File: src/hw/cpsc_map.svh
// register offsets, bit positions and reset values of the protection control block
// assumes inclusion by bare name from the design files
`ifndef CPSC_MAP_SVH
`define CPSC_MAP_SVH

`define CPSC_CFG_OFS       8'hb8
`define CPSC_CTL_OFS       8'hc0
`define CPSC_STS_OFS       8'hc4

`define CPSC_CFG_RST       8'h00
`define CPSC_CTL_RST       8'h00
`define CPSC_STS_RST       8'h00

`define CPSC_CTL_AUTH_EN   0
`define CPSC_CTL_AUTH_DIS  1
`define CPSC_CTL_ENC_EN    2
`define CPSC_CTL_ENC_DIS   3
`define CPSC_CTL_KEY_ACC   4
`define CPSC_CTL_LIST_ACC  5

`define CPSC_STS_AUTHENTICATED_FLAG    0
`define CPSC_STS_KEY_RDY   1
`define CPSC_STS_LIST_RDY  2
`define CPSC_STS_RX_DET    3
`define CPSC_STS_HOT_PLUG  4
`define CPSC_STS_RX_LOCK   5
`define CPSC_STS_RX_INT    6
`define CPSC_STS_CHAN_ERR  7

`define CPSC_CFG_MODE_LSB  3
`define CPSC_CFG_MODE_MSB  4
`define CPSC_CFG_RPTR      5

`endif

File: src/hw/cpsc_pkg.sv
// types shared by the protection control block and its bus slave
// assumes nothing beyond a SystemVerilog compiler
package cpsc_pkg;

  typedef enum logic [1:0] {
    CPSC_MODE_AUTHENTICATED_FLAG = 2'b00,
    CPSC_MODE_REG    = 2'b01,
    CPSC_MODE_ALWAYS = 2'b10,
    CPSC_MODE_INBAND = 2'b11
  } cpsc_mode_e;

  typedef enum logic [1:0] {
    CPSC_VID_PLAIN  = 2'b00,
    CPSC_VID_CIPHER = 2'b01,
    CPSC_VID_BLUE   = 2'b10
  } cpsc_video_e;

  typedef enum logic [1:0] {
    CPSC_BUS_IDLE    = 2'b00,
    CPSC_BUS_WRITE   = 2'b01,
    CPSC_BUS_RD_WAIT = 2'b10,
    CPSC_BUS_RD_DONE = 2'b11
  } cpsc_bus_e;

  typedef struct packed {
    cpsc_bus_e   state;
    logic [7:0]  addr;
    logic [31:0] hrdata;
  } cpsc_bus_s;

  typedef struct packed {
    logic        auth_en;
    logic        authenticated_flag;
    logic        key_ready;
    logic        list_ready;
    logic        chan_err;
    logic        hot_plug;
    logic        key_acc;
    logic        enc_en;
    logic        enc_off;
    cpsc_mode_e  mode;
    logic        repeater;
    logic        start_p;
    logic        stop_p;
    logic        list_acc_p;
    cpsc_video_e video;
  } cpsc_core_s;

endpackage

File: src/hw/cpsc_ahb_slave.sv
// ahb-lite single-slave front end: word registers, zero-wait writes, one-wait reads
// assumes hready is this slave's own hreadyout and one clock domain
`timescale 1ns/1ns
`default_nettype none

module cpsc_ahb_slave (
  input  wire logic        clk,
  input  wire logic        rst,
  input  wire logic        hsel,
  input  wire logic [31:0] haddr,
  input  wire logic [1:0]  htrans,
  input  wire logic        hwrite,
  input  wire logic [2:0]  hsize,
  input  wire logic [31:0] hwdata,
  input  wire logic        hready,
  output logic             hreadyout,
  output logic [31:0]      hrdata,
  output logic             hresp,
  output logic [7:0]       reg_addr,
  output logic             reg_wr,
  output logic [31:0]      reg_wdata,
  output logic             reg_rd,
  input  wire logic [31:0] reg_rdata
);

  cpsc_pkg::cpsc_bus_s s_r;
  cpsc_pkg::cpsc_bus_s s_nxt;
  logic                take;

  // only whole-word single transfers are expected; hsize is not decoded
  assign take      = hsel & htrans[1] & hready;
  assign hreadyout = (s_r.state != cpsc_pkg::CPSC_BUS_RD_WAIT);
  assign hrdata    = s_r.hrdata;
  assign hresp     = 1'b0;
  assign reg_addr  = s_r.addr;
  assign reg_wdata = hwdata;
  assign reg_wr    = (s_r.state == cpsc_pkg::CPSC_BUS_WRITE);
  assign reg_rd    = (s_r.state == cpsc_pkg::CPSC_BUS_RD_DONE);

  always_comb begin
    s_nxt = s_r;
    case (s_r.state)
      cpsc_pkg::CPSC_BUS_RD_WAIT: begin
        s_nxt.hrdata = reg_rdata;
        s_nxt.state  = cpsc_pkg::CPSC_BUS_RD_DONE;
      end
      default: begin
        if (take) begin
          s_nxt.addr  = haddr[7:0];
          s_nxt.state = hwrite ? cpsc_pkg::CPSC_BUS_WRITE : cpsc_pkg::CPSC_BUS_RD_WAIT;
        end else begin
          s_nxt.state = cpsc_pkg::CPSC_BUS_IDLE;
        end
      end
    endcase
  end

  always_ff @(posedge clk) begin
    if (rst) begin
      s_r <= '0;
    end else begin
      s_r <= s_nxt;
    end
  end

endmodule

`default_nettype wire

File: src/hw/cpsc_ctrl.sv
// protection control and status registers with video encryption policy
// assumes an authentication engine that reports events as one-cycle pulses
// and receiver link levels synchronous to clk
//
// Functional notes
// RULE1: host sets key accepted only after checking receiver key against revocation.
// RULE2: key accepted clears when key ready rises; writing zero does nothing.
// RULE3: encryption disable write sends plain video, keeps auth state, self-clears.
// RULE4: encryption enabled: encrypted when authenticated, blue screen otherwise.
// RULE5: encryption enable clear: incoming video passes without encryption.
// RULE6: in always-encrypt mode encryption enable is read-only and reads one.
// RULE7: host should keep encryption enabled for protected content.
// RULE8: authentication disable write turns authentication off and self-clears.
// RULE9: authentication enable write one starts or restarts; zero does nothing.
// RULE10: authentication enable reads back the live enabled state.
// RULE11: channel error flag set on channel error, cleared by status read.
// RULE12: receiver interrupt bit mirrors the active-low remote interrupt.
// RULE13: receiver lock bit shows downstream receiver lock.
// RULE14: hot plug flag set on new downstream receiver, cleared by status read.
// RULE15: receiver detected bit shows a receiver found on the link.
// RULE16: key list ready set when list stored; authentication halts until list accepted.
// RULE17: key list ready clears when host sets list accepted.
// RULE18: key ready set when key stored; non-repeater halts until key accepted.
// RULE19: key ready clears when host sets key accepted.
// RULE20: authenticated set when authentication completes successfully.
// RULE21: authenticated clears on loss of authentication or host restart.
// RULE22: all status bits reset to zero; the live detect, lock and interrupt bits follow their inputs instead.
// RULE23: two-bit mode: authenticated, register, always, per-frame in-band.
// RULE24: host sets self-clearing list accepted after checking the key list.
// RULE25: clear-on-read only on completed status read; same-cycle events stay set.
`timescale 1ns/1ns
`default_nettype none
`include "cpsc_map.svh"

module cpsc_ctrl (
  input  wire logic        clk,
  input  wire logic        rst,
  input  wire logic        hsel,
  input  wire logic [31:0] haddr,
  input  wire logic [1:0]  htrans,
  input  wire logic        hwrite,
  input  wire logic [2:0]  hsize,
  input  wire logic [31:0] hwdata,
  input  wire logic        hready,
  output logic             hreadyout,
  output logic [31:0]      hrdata,
  output logic             hresp,
  input  wire logic        rx_detect,
  input  wire logic        rx_lock,
  input  wire logic        remote_interrupt_input_n,
  input  wire logic        chan_err_evt,
  input  wire logic        hot_plug_evt,
  input  wire logic        key_ready_evt,
  input  wire logic        list_ready_evt,
  input  wire logic        auth_done_evt,
  input  wire logic        auth_lost_evt,
  input  wire logic        frame_encrypt_req,
  output logic             auth_enabled,
  output logic             auth_start,
  output logic             auth_stop,
  output logic             receiver_key_accepted,
  output logic             key_list_accepted,
  output logic             auth_hold,
  output logic [1:0]       video_mode
);

  logic [7:0]           reg_addr;
  logic                 reg_wr;
  logic [31:0]          reg_wdata;
  logic                 reg_rd;
  logic [31:0]          reg_rdata;
  cpsc_pkg::cpsc_core_s c_r;
  cpsc_pkg::cpsc_core_s c_nxt;
  logic [7:0]           sts_rd;
  logic [7:0]           ctl_rd;
  logic [7:0]           cfg_rd;
  logic                 wr_ctl;
  logic                 wr_cfg;
  logic                 rd_sts;
  logic                 want_enc;

  cpsc_ahb_slave u_cpsc_ahb_slave (
    .clk       (clk),
    .rst       (rst),
    .hsel      (hsel),
    .haddr     (haddr),
    .htrans    (htrans),
    .hwrite    (hwrite),
    .hsize     (hsize),
    .hwdata    (hwdata),
    .hready    (hready),
    .hreadyout (hreadyout),
    .hrdata    (hrdata),
    .hresp     (hresp),
    .reg_addr  (reg_addr),
    .reg_wr    (reg_wr),
    .reg_wdata (reg_wdata),
    .reg_rd    (reg_rd),
    .reg_rdata (reg_rdata)
  );

  assign wr_ctl = reg_wr & (reg_addr == `CPSC_CTL_OFS);
  assign wr_cfg = reg_wr & (reg_addr == `CPSC_CFG_OFS);
  assign rd_sts = reg_rd & (reg_addr == `CPSC_STS_OFS);               // [RULE25]

  // status image, live link levels mixed with sticky flags
  always_comb begin
    sts_rd                     = `CPSC_STS_RST;
    sts_rd[`CPSC_STS_AUTHENTICATED_FLAG]   = c_r.authenticated_flag;
    sts_rd[`CPSC_STS_KEY_RDY]  = c_r.key_ready;
    sts_rd[`CPSC_STS_LIST_RDY] = c_r.list_ready;
    sts_rd[`CPSC_STS_RX_DET]   = rx_detect;                             // [RULE15]
    sts_rd[`CPSC_STS_HOT_PLUG] = c_r.hot_plug;
    sts_rd[`CPSC_STS_RX_LOCK]  = rx_lock;                               // [RULE13]
    sts_rd[`CPSC_STS_RX_INT]   = remote_interrupt_input_n;              // [RULE12]
    sts_rd[`CPSC_STS_CHAN_ERR] = c_r.chan_err;
  end

  // self-clearing bits read as zero
  always_comb begin
    ctl_rd                     = `CPSC_CTL_RST;
    ctl_rd[`CPSC_CTL_AUTH_EN]  = c_r.auth_en;                           // [RULE10]
    ctl_rd[`CPSC_CTL_ENC_EN]   = c_r.enc_en | (c_r.mode == cpsc_pkg::CPSC_MODE_ALWAYS); // [RULE6]
    ctl_rd[`CPSC_CTL_KEY_ACC]  = c_r.key_acc;
  end

  always_comb begin
    cfg_rd = `CPSC_CFG_RST;
    cfg_rd[`CPSC_CFG_MODE_MSB:`CPSC_CFG_MODE_LSB] = c_r.mode;
    cfg_rd[`CPSC_CFG_RPTR] = c_r.repeater;
  end

  always_comb begin
    case (reg_addr)
      `CPSC_STS_OFS: reg_rdata = {24'h000000, sts_rd};
      `CPSC_CTL_OFS: reg_rdata = {24'h000000, ctl_rd};
      `CPSC_CFG_OFS: reg_rdata = {24'h000000, cfg_rd};
      default:       reg_rdata = 32'h00000000;
    endcase
  end

  // policy: whether the current frame asks for encryption
  always_comb begin
    case (c_r.mode)                                                     // [RULE23]
      cpsc_pkg::CPSC_MODE_AUTHENTICATED_FLAG: want_enc = c_r.authenticated_flag;
      cpsc_pkg::CPSC_MODE_REG:    want_enc = c_r.enc_en;
      cpsc_pkg::CPSC_MODE_ALWAYS: want_enc = 1'b1;
      cpsc_pkg::CPSC_MODE_INBAND: want_enc = frame_encrypt_req;
      default:                    want_enc = 1'b0;
    endcase
  end

  always_comb begin
    c_nxt            = c_r;
    c_nxt.start_p    = 1'b0;
    c_nxt.stop_p     = 1'b0;
    c_nxt.list_acc_p = 1'b0;

    // configuration register
    if (wr_cfg) begin
      c_nxt.mode     = cpsc_pkg::cpsc_mode_e'(reg_wdata[`CPSC_CFG_MODE_MSB:`CPSC_CFG_MODE_LSB]); // [RULE23]
      c_nxt.repeater = reg_wdata[`CPSC_CFG_RPTR];
    end

    // clear-on-read flags; events below override the clear
    if (rd_sts) begin
      c_nxt.chan_err = 1'b0;                                            // [RULE11]
      c_nxt.hot_plug = 1'b0;                                            // [RULE14]
    end

    // control writes
    if (wr_ctl) begin
      if (reg_wdata[`CPSC_CTL_AUTH_EN]) begin                           // [RULE9]
        c_nxt.auth_en = 1'b1;
        c_nxt.start_p = 1'b1;
        c_nxt.authenticated_flag  = 1'b0;                                           // [RULE21]
        c_nxt.enc_off = 1'b0;
      end
      if (reg_wdata[`CPSC_CTL_AUTH_DIS]) begin                          // [RULE8]
        c_nxt.auth_en = 1'b0;
        c_nxt.start_p = 1'b0;
        c_nxt.stop_p  = 1'b1;
        c_nxt.authenticated_flag  = 1'b0;
      end
      if (c_r.mode != cpsc_pkg::CPSC_MODE_ALWAYS) begin                 // [RULE6]
        c_nxt.enc_en = reg_wdata[`CPSC_CTL_ENC_EN];
      end
      if (reg_wdata[`CPSC_CTL_ENC_EN]) begin
        c_nxt.enc_off = 1'b0;
      end
      if (reg_wdata[`CPSC_CTL_ENC_DIS]) begin                           // [RULE3]
        c_nxt.enc_off = 1'b1;
      end
      if (reg_wdata[`CPSC_CTL_KEY_ACC]) begin                           // [RULE2]
        c_nxt.key_acc   = 1'b1;
        c_nxt.key_ready = 1'b0;                                         // [RULE19]
      end
      if (reg_wdata[`CPSC_CTL_LIST_ACC]) begin                          // [RULE24]
        c_nxt.list_acc_p = 1'b1;
        c_nxt.list_ready = 1'b0;                                        // [RULE17]
      end
    end

    // hardware events; a set wins over any clear in the same cycle
    if (chan_err_evt) begin
      c_nxt.chan_err = 1'b1;                                            // [RULE11] [RULE25]
    end
    if (hot_plug_evt) begin
      c_nxt.hot_plug = 1'b1;                                            // [RULE14] [RULE25]
    end
    if (c_r.auth_en) begin
      if (key_ready_evt) begin
        c_nxt.key_ready = 1'b1;                                         // [RULE18]
        // a fresh key withdraws an earlier acceptance unless rewritten now
        if (!c_r.key_ready && !(wr_ctl && reg_wdata[`CPSC_CTL_KEY_ACC])) begin
          c_nxt.key_acc = 1'b0;                                         // [RULE2]
        end
      end
      if (list_ready_evt) begin
        c_nxt.list_ready = 1'b1;                                        // [RULE16]
      end
      if (auth_lost_evt) begin
        c_nxt.authenticated_flag = 1'b0;                                            // [RULE21]
      end
      if (auth_done_evt) begin
        c_nxt.authenticated_flag = 1'b1;                                            // [RULE20]
      end
    end

    // video path selection
    if (c_r.enc_off || !want_enc) begin                                 // [RULE3] [RULE5]
      c_nxt.video = cpsc_pkg::CPSC_VID_PLAIN;
    end else if (c_r.authenticated_flag) begin                                      // [RULE4]
      c_nxt.video = cpsc_pkg::CPSC_VID_CIPHER;
    end else begin
      c_nxt.video = cpsc_pkg::CPSC_VID_BLUE;                            // [RULE4]
    end
  end

  always_ff @(posedge clk) begin
    if (rst) begin
      c_r <= '0;                                                        // [RULE22]
    end else begin
      c_r <= c_nxt;
    end
  end

  assign auth_enabled          = c_r.auth_en;
  assign auth_start            = c_r.start_p;
  assign auth_stop             = c_r.stop_p;
  assign receiver_key_accepted = c_r.key_acc;                           // [RULE1]
  assign key_list_accepted     = c_r.list_acc_p;
  // engine waits on an unaccepted key (non-repeater) or an unaccepted list
  assign auth_hold             = (c_r.key_ready & ~c_r.repeater) | c_r.list_ready; // [RULE16] [RULE18]
  assign video_mode            = c_r.video;

endmodule

`default_nettype wire

File: config.mk
export PLATFORM = sky130hd
export DESIGN_NAME = cpsc_ctrl
export DESIGN_NICKNAME = d
export VERILOG_FILES = /design/src/hw/cpsc_pkg.sv /design/src/hw/cpsc_ahb_slave.sv /design/src/hw/cpsc_ctrl.sv
export VERILOG_INCLUDE_DIRS = /design/src /design/src/hw
export SDC_FILE = /design/constraint.sdc
export NUM_CORES = 1
export LEC_CHECK = 0
export ABC_AREA = 1
export BUFFER_PORTS_ARGS = -buffer_cell sky130_fd_sc_hd__buf_2
export CAP_MARGIN = 5
export CORE_ASPECT_RATIO = 1.4
export CORE_MARGIN = 4
export CORE_UTILIZATION = 25
export DETAILED_ROUTE_END_ITERATION = 10
export PLACE_DENSITY = 0.47
export SLEW_MARGIN = 10
export SYNTH_ARGS = -nofsm -noshare
export SYNTH_HDL_FRONTEND = slang
export SYNTH_HIERARCHICAL = 1
export SYNTH_SLANG_ARGS = --single-unit
File: constraint.sdc
create_clock -name clk -period 2.8 [get_ports clk]
set_clock_uncertainty 0.2 [all_clocks]
set_input_delay 0.84 -clock clk [delete_from_list [all_inputs] [get_ports clk]]
set_output_delay 0.84 -clock clk [all_outputs]
set_load 0.01 [all_outputs]
==> flow_metrics.tcl <==
set metrics [dict create \
    status "complete, no violations" \
    min_path_type "flip-flop to flip-flop" \
    cts_max_level 3 \
    yosysWarnings 6 \
    setup_viol 0 \
    critPathMaxStageDelay_ps 340 \
    portBuffers 70 \
    netlist_instances 383 \
    cap_viol_max_count 0 \
    fmax_mhz 468.8 \
    intPower_w 0.001703 \
    via_per_inst 3.835 \
    cts_tree "yes" \
    rrSetupSlack_ps 1120 \
    worstMarginPinSlew_ps 574.7 \
    die_area_mm2 0.01287 \
    p_leak_nw 1.552 \
    criticalPathCategory "flip-flop to output pin" \
    area_growth_pct 18.99 \
    rsz0062_at_grt "false" \
    gr-usage-met2_pct 17.86 \
    cp_max_fo 3 \
    worst_path_max_delay_cell "dfxtp_1" \
    gp_congestion 0.7416 \
    start_kind "flip-flop" \
    die_y_um 132.6 \
    cts_setup_buffers 0 \
    finalSetupTns_ps 0 \
    swShare_pct 22.42 \
    drt_iter0_drc 24 \
    cp.required_ps 1760 \
    period_share_pct 76.19 \
    firstDrtPassIters 4 \
    max_slew_margin_pct 61.20 \
    ios 126 \
    die_width_um 97.03 \
    min_period_ps 2133 \
    p_comb_share_pct 7.0 \
    cts_resized 0 \
    pwr-share-seq_pct 40.3 \
    n_antenna_cell 0 \
    via_count 2205 \
    grt_max_degree 42 \
    fp-row-count 45 \
    start_util_pct 25.53 \
    cts_sinks 59 \
    grt_util_met3_pct 2.954 \
    clock_latency_ps 330 \
    final_cells 575 \
    postSynthAreaPerCell_um2 7.243 \
    clkPwrFrac_pct 52.7 \
    grt_first_pass_wirelength_um 10010 \
    cp.arrival_ps 1090 \
    cts_buffer_depth 2 \
    dp_hpwl_um 4413 \
    wl_per_cell_um 10.31 \
    pwr_density_cell_mw_per_mm2 665.1 \
    drtAntennaViolNets 0 \
    core-area_mm2 0.01087 \
    ir_drop_v 0.0002115 \
    grt_use_met1_pct 9.922 \
    overflow 0 \
    cts_root_buffer "clkbuf_16" \
    grt_pass1_vias 2183 \
    busiest_layer "met2" \
    finalMaxSlewViolations 0 \
    finalPower_w 0.002195 \
    cp-end-kind "output pin" \
    drt-total-wl_um 5926 \
    antenna_found_initial 0 \
    track_usage_pct 9.819 \
    hold_viol 0 \
    clkTransAtPathRegs_ps 50 \
    dp_cells 559 \
    drc 0 \
    cp_cell_sequence "inv_1, o21ai_0, buf_2" \
    cts_buffers 9 \
    postCtsHoldBufs 0 \
    p_sw_w 0.0004921 \
    final_net_count 513 \
    drive_gt1_share_pct 24.42 \
    netlist_area_mm2 0.002774 \
]
worst max-delay path, delay by kind of cell, from the launching register on:
kind            cells  cell delay (ps)
flops               1              340
buf+inv             2              230
compound gates      1              190
final timing paths:
| kind | from | cells past startpoint | to |
|---|---|---|---|
| worst max-delay path | c_r[14] | 3 | auth_hold |
| worst min-delay path | c_r[15] | 1 | video_mode[1] |
| worst max register to register | u_cpsc_ahb_slave/reg_addr[2] | 8 | u_cpsc_ahb_slave/hrdata[3] |
| worst min register to register | c_r[15] | 1 | video_mode[1] |
sequential cells by signal, summed over array words and instances, names as in the netlist:
register,flops
key_list_accepted,1
auth_enabled,1
u_cpsc_ahb_slave/reg_addr,8
auth_stop,1
video_mode,2
u_cpsc_ahb_slave/hrdata,32
c_r,10
auth_start,1
u_cpsc_ahb_slave/s_r,2
receiver_key_accepted,1
per-stage QoR:
stage | instance area [um2] | utilization, % | setup slack [ps] | hold slack, ps
5_1_grt | 3301 | 30.37 | 573.3 | 271.3
4_1_cts | 3301 | 30.37 | 638.5 | 264.2
6_report | 3301 | 30.37 | 666.7 | 255.7
2_1_floorplan | 2860 | - | 1062 | 209.5
3_3_place_gp | 2983 | 27.45 | 685.7 | 250.6
3_5_place_dp | 2983 | 27.45 | 662.0 | 249.5
cells in the final DEF (no fill, tap or decap), types with 2 or more instances in the layout:
cell type   instances
a21oi_1             9
nor3_1              2
conb_1             25
clkbuf_16           9
nand2_2             3
nand3_2             4
buf_4               4
bufinv_16           2
nor2_2              2
inv_2               2
clkinv_2            2
buf_2              70
dfxtp_1            59
o21ai_0            36
nor2_1            104
nand3_1            14
nand2_1            42
o21ai_1             4
clkinvlp_4          3
inv_1              30
power by group through the flow:
stage | logic [W] | registers, W | clock network, W
floorplan | 0.000140 | 0.000897 | 0
global placement | 0.000158 | 0.000901 | 0
detailed placement | 0.000159 | 0.000903 | 0
CTS | 0.000159 | 0.000885 | 0.00119
global route | 0.000181 | 0.000887 | 0.00122
finish | 0.000154 | 0.000884 | 0.00116
metal layers:
| metal | part of all wire, % | wire (um) |
|---|---|---|
| met1 | 40 | 2399 |
| met2 | 52 | 3087 |
| met3 | 4.7 | 279 |
| met4 | 2.7 | 159 |
| met5 | 0 | 0 |
layout make-up:
type                       instances  area, um2
inverter                          32      120.1
sequential                        59       1181
timing repair buffer              74      380.4
tap                              141      176.4
clock inverter                     7      92.59
multi-input combinational        253       1125
clock buffer                       9      225.2
fill                            1214       7566
(Power assumes the default switching activity.)
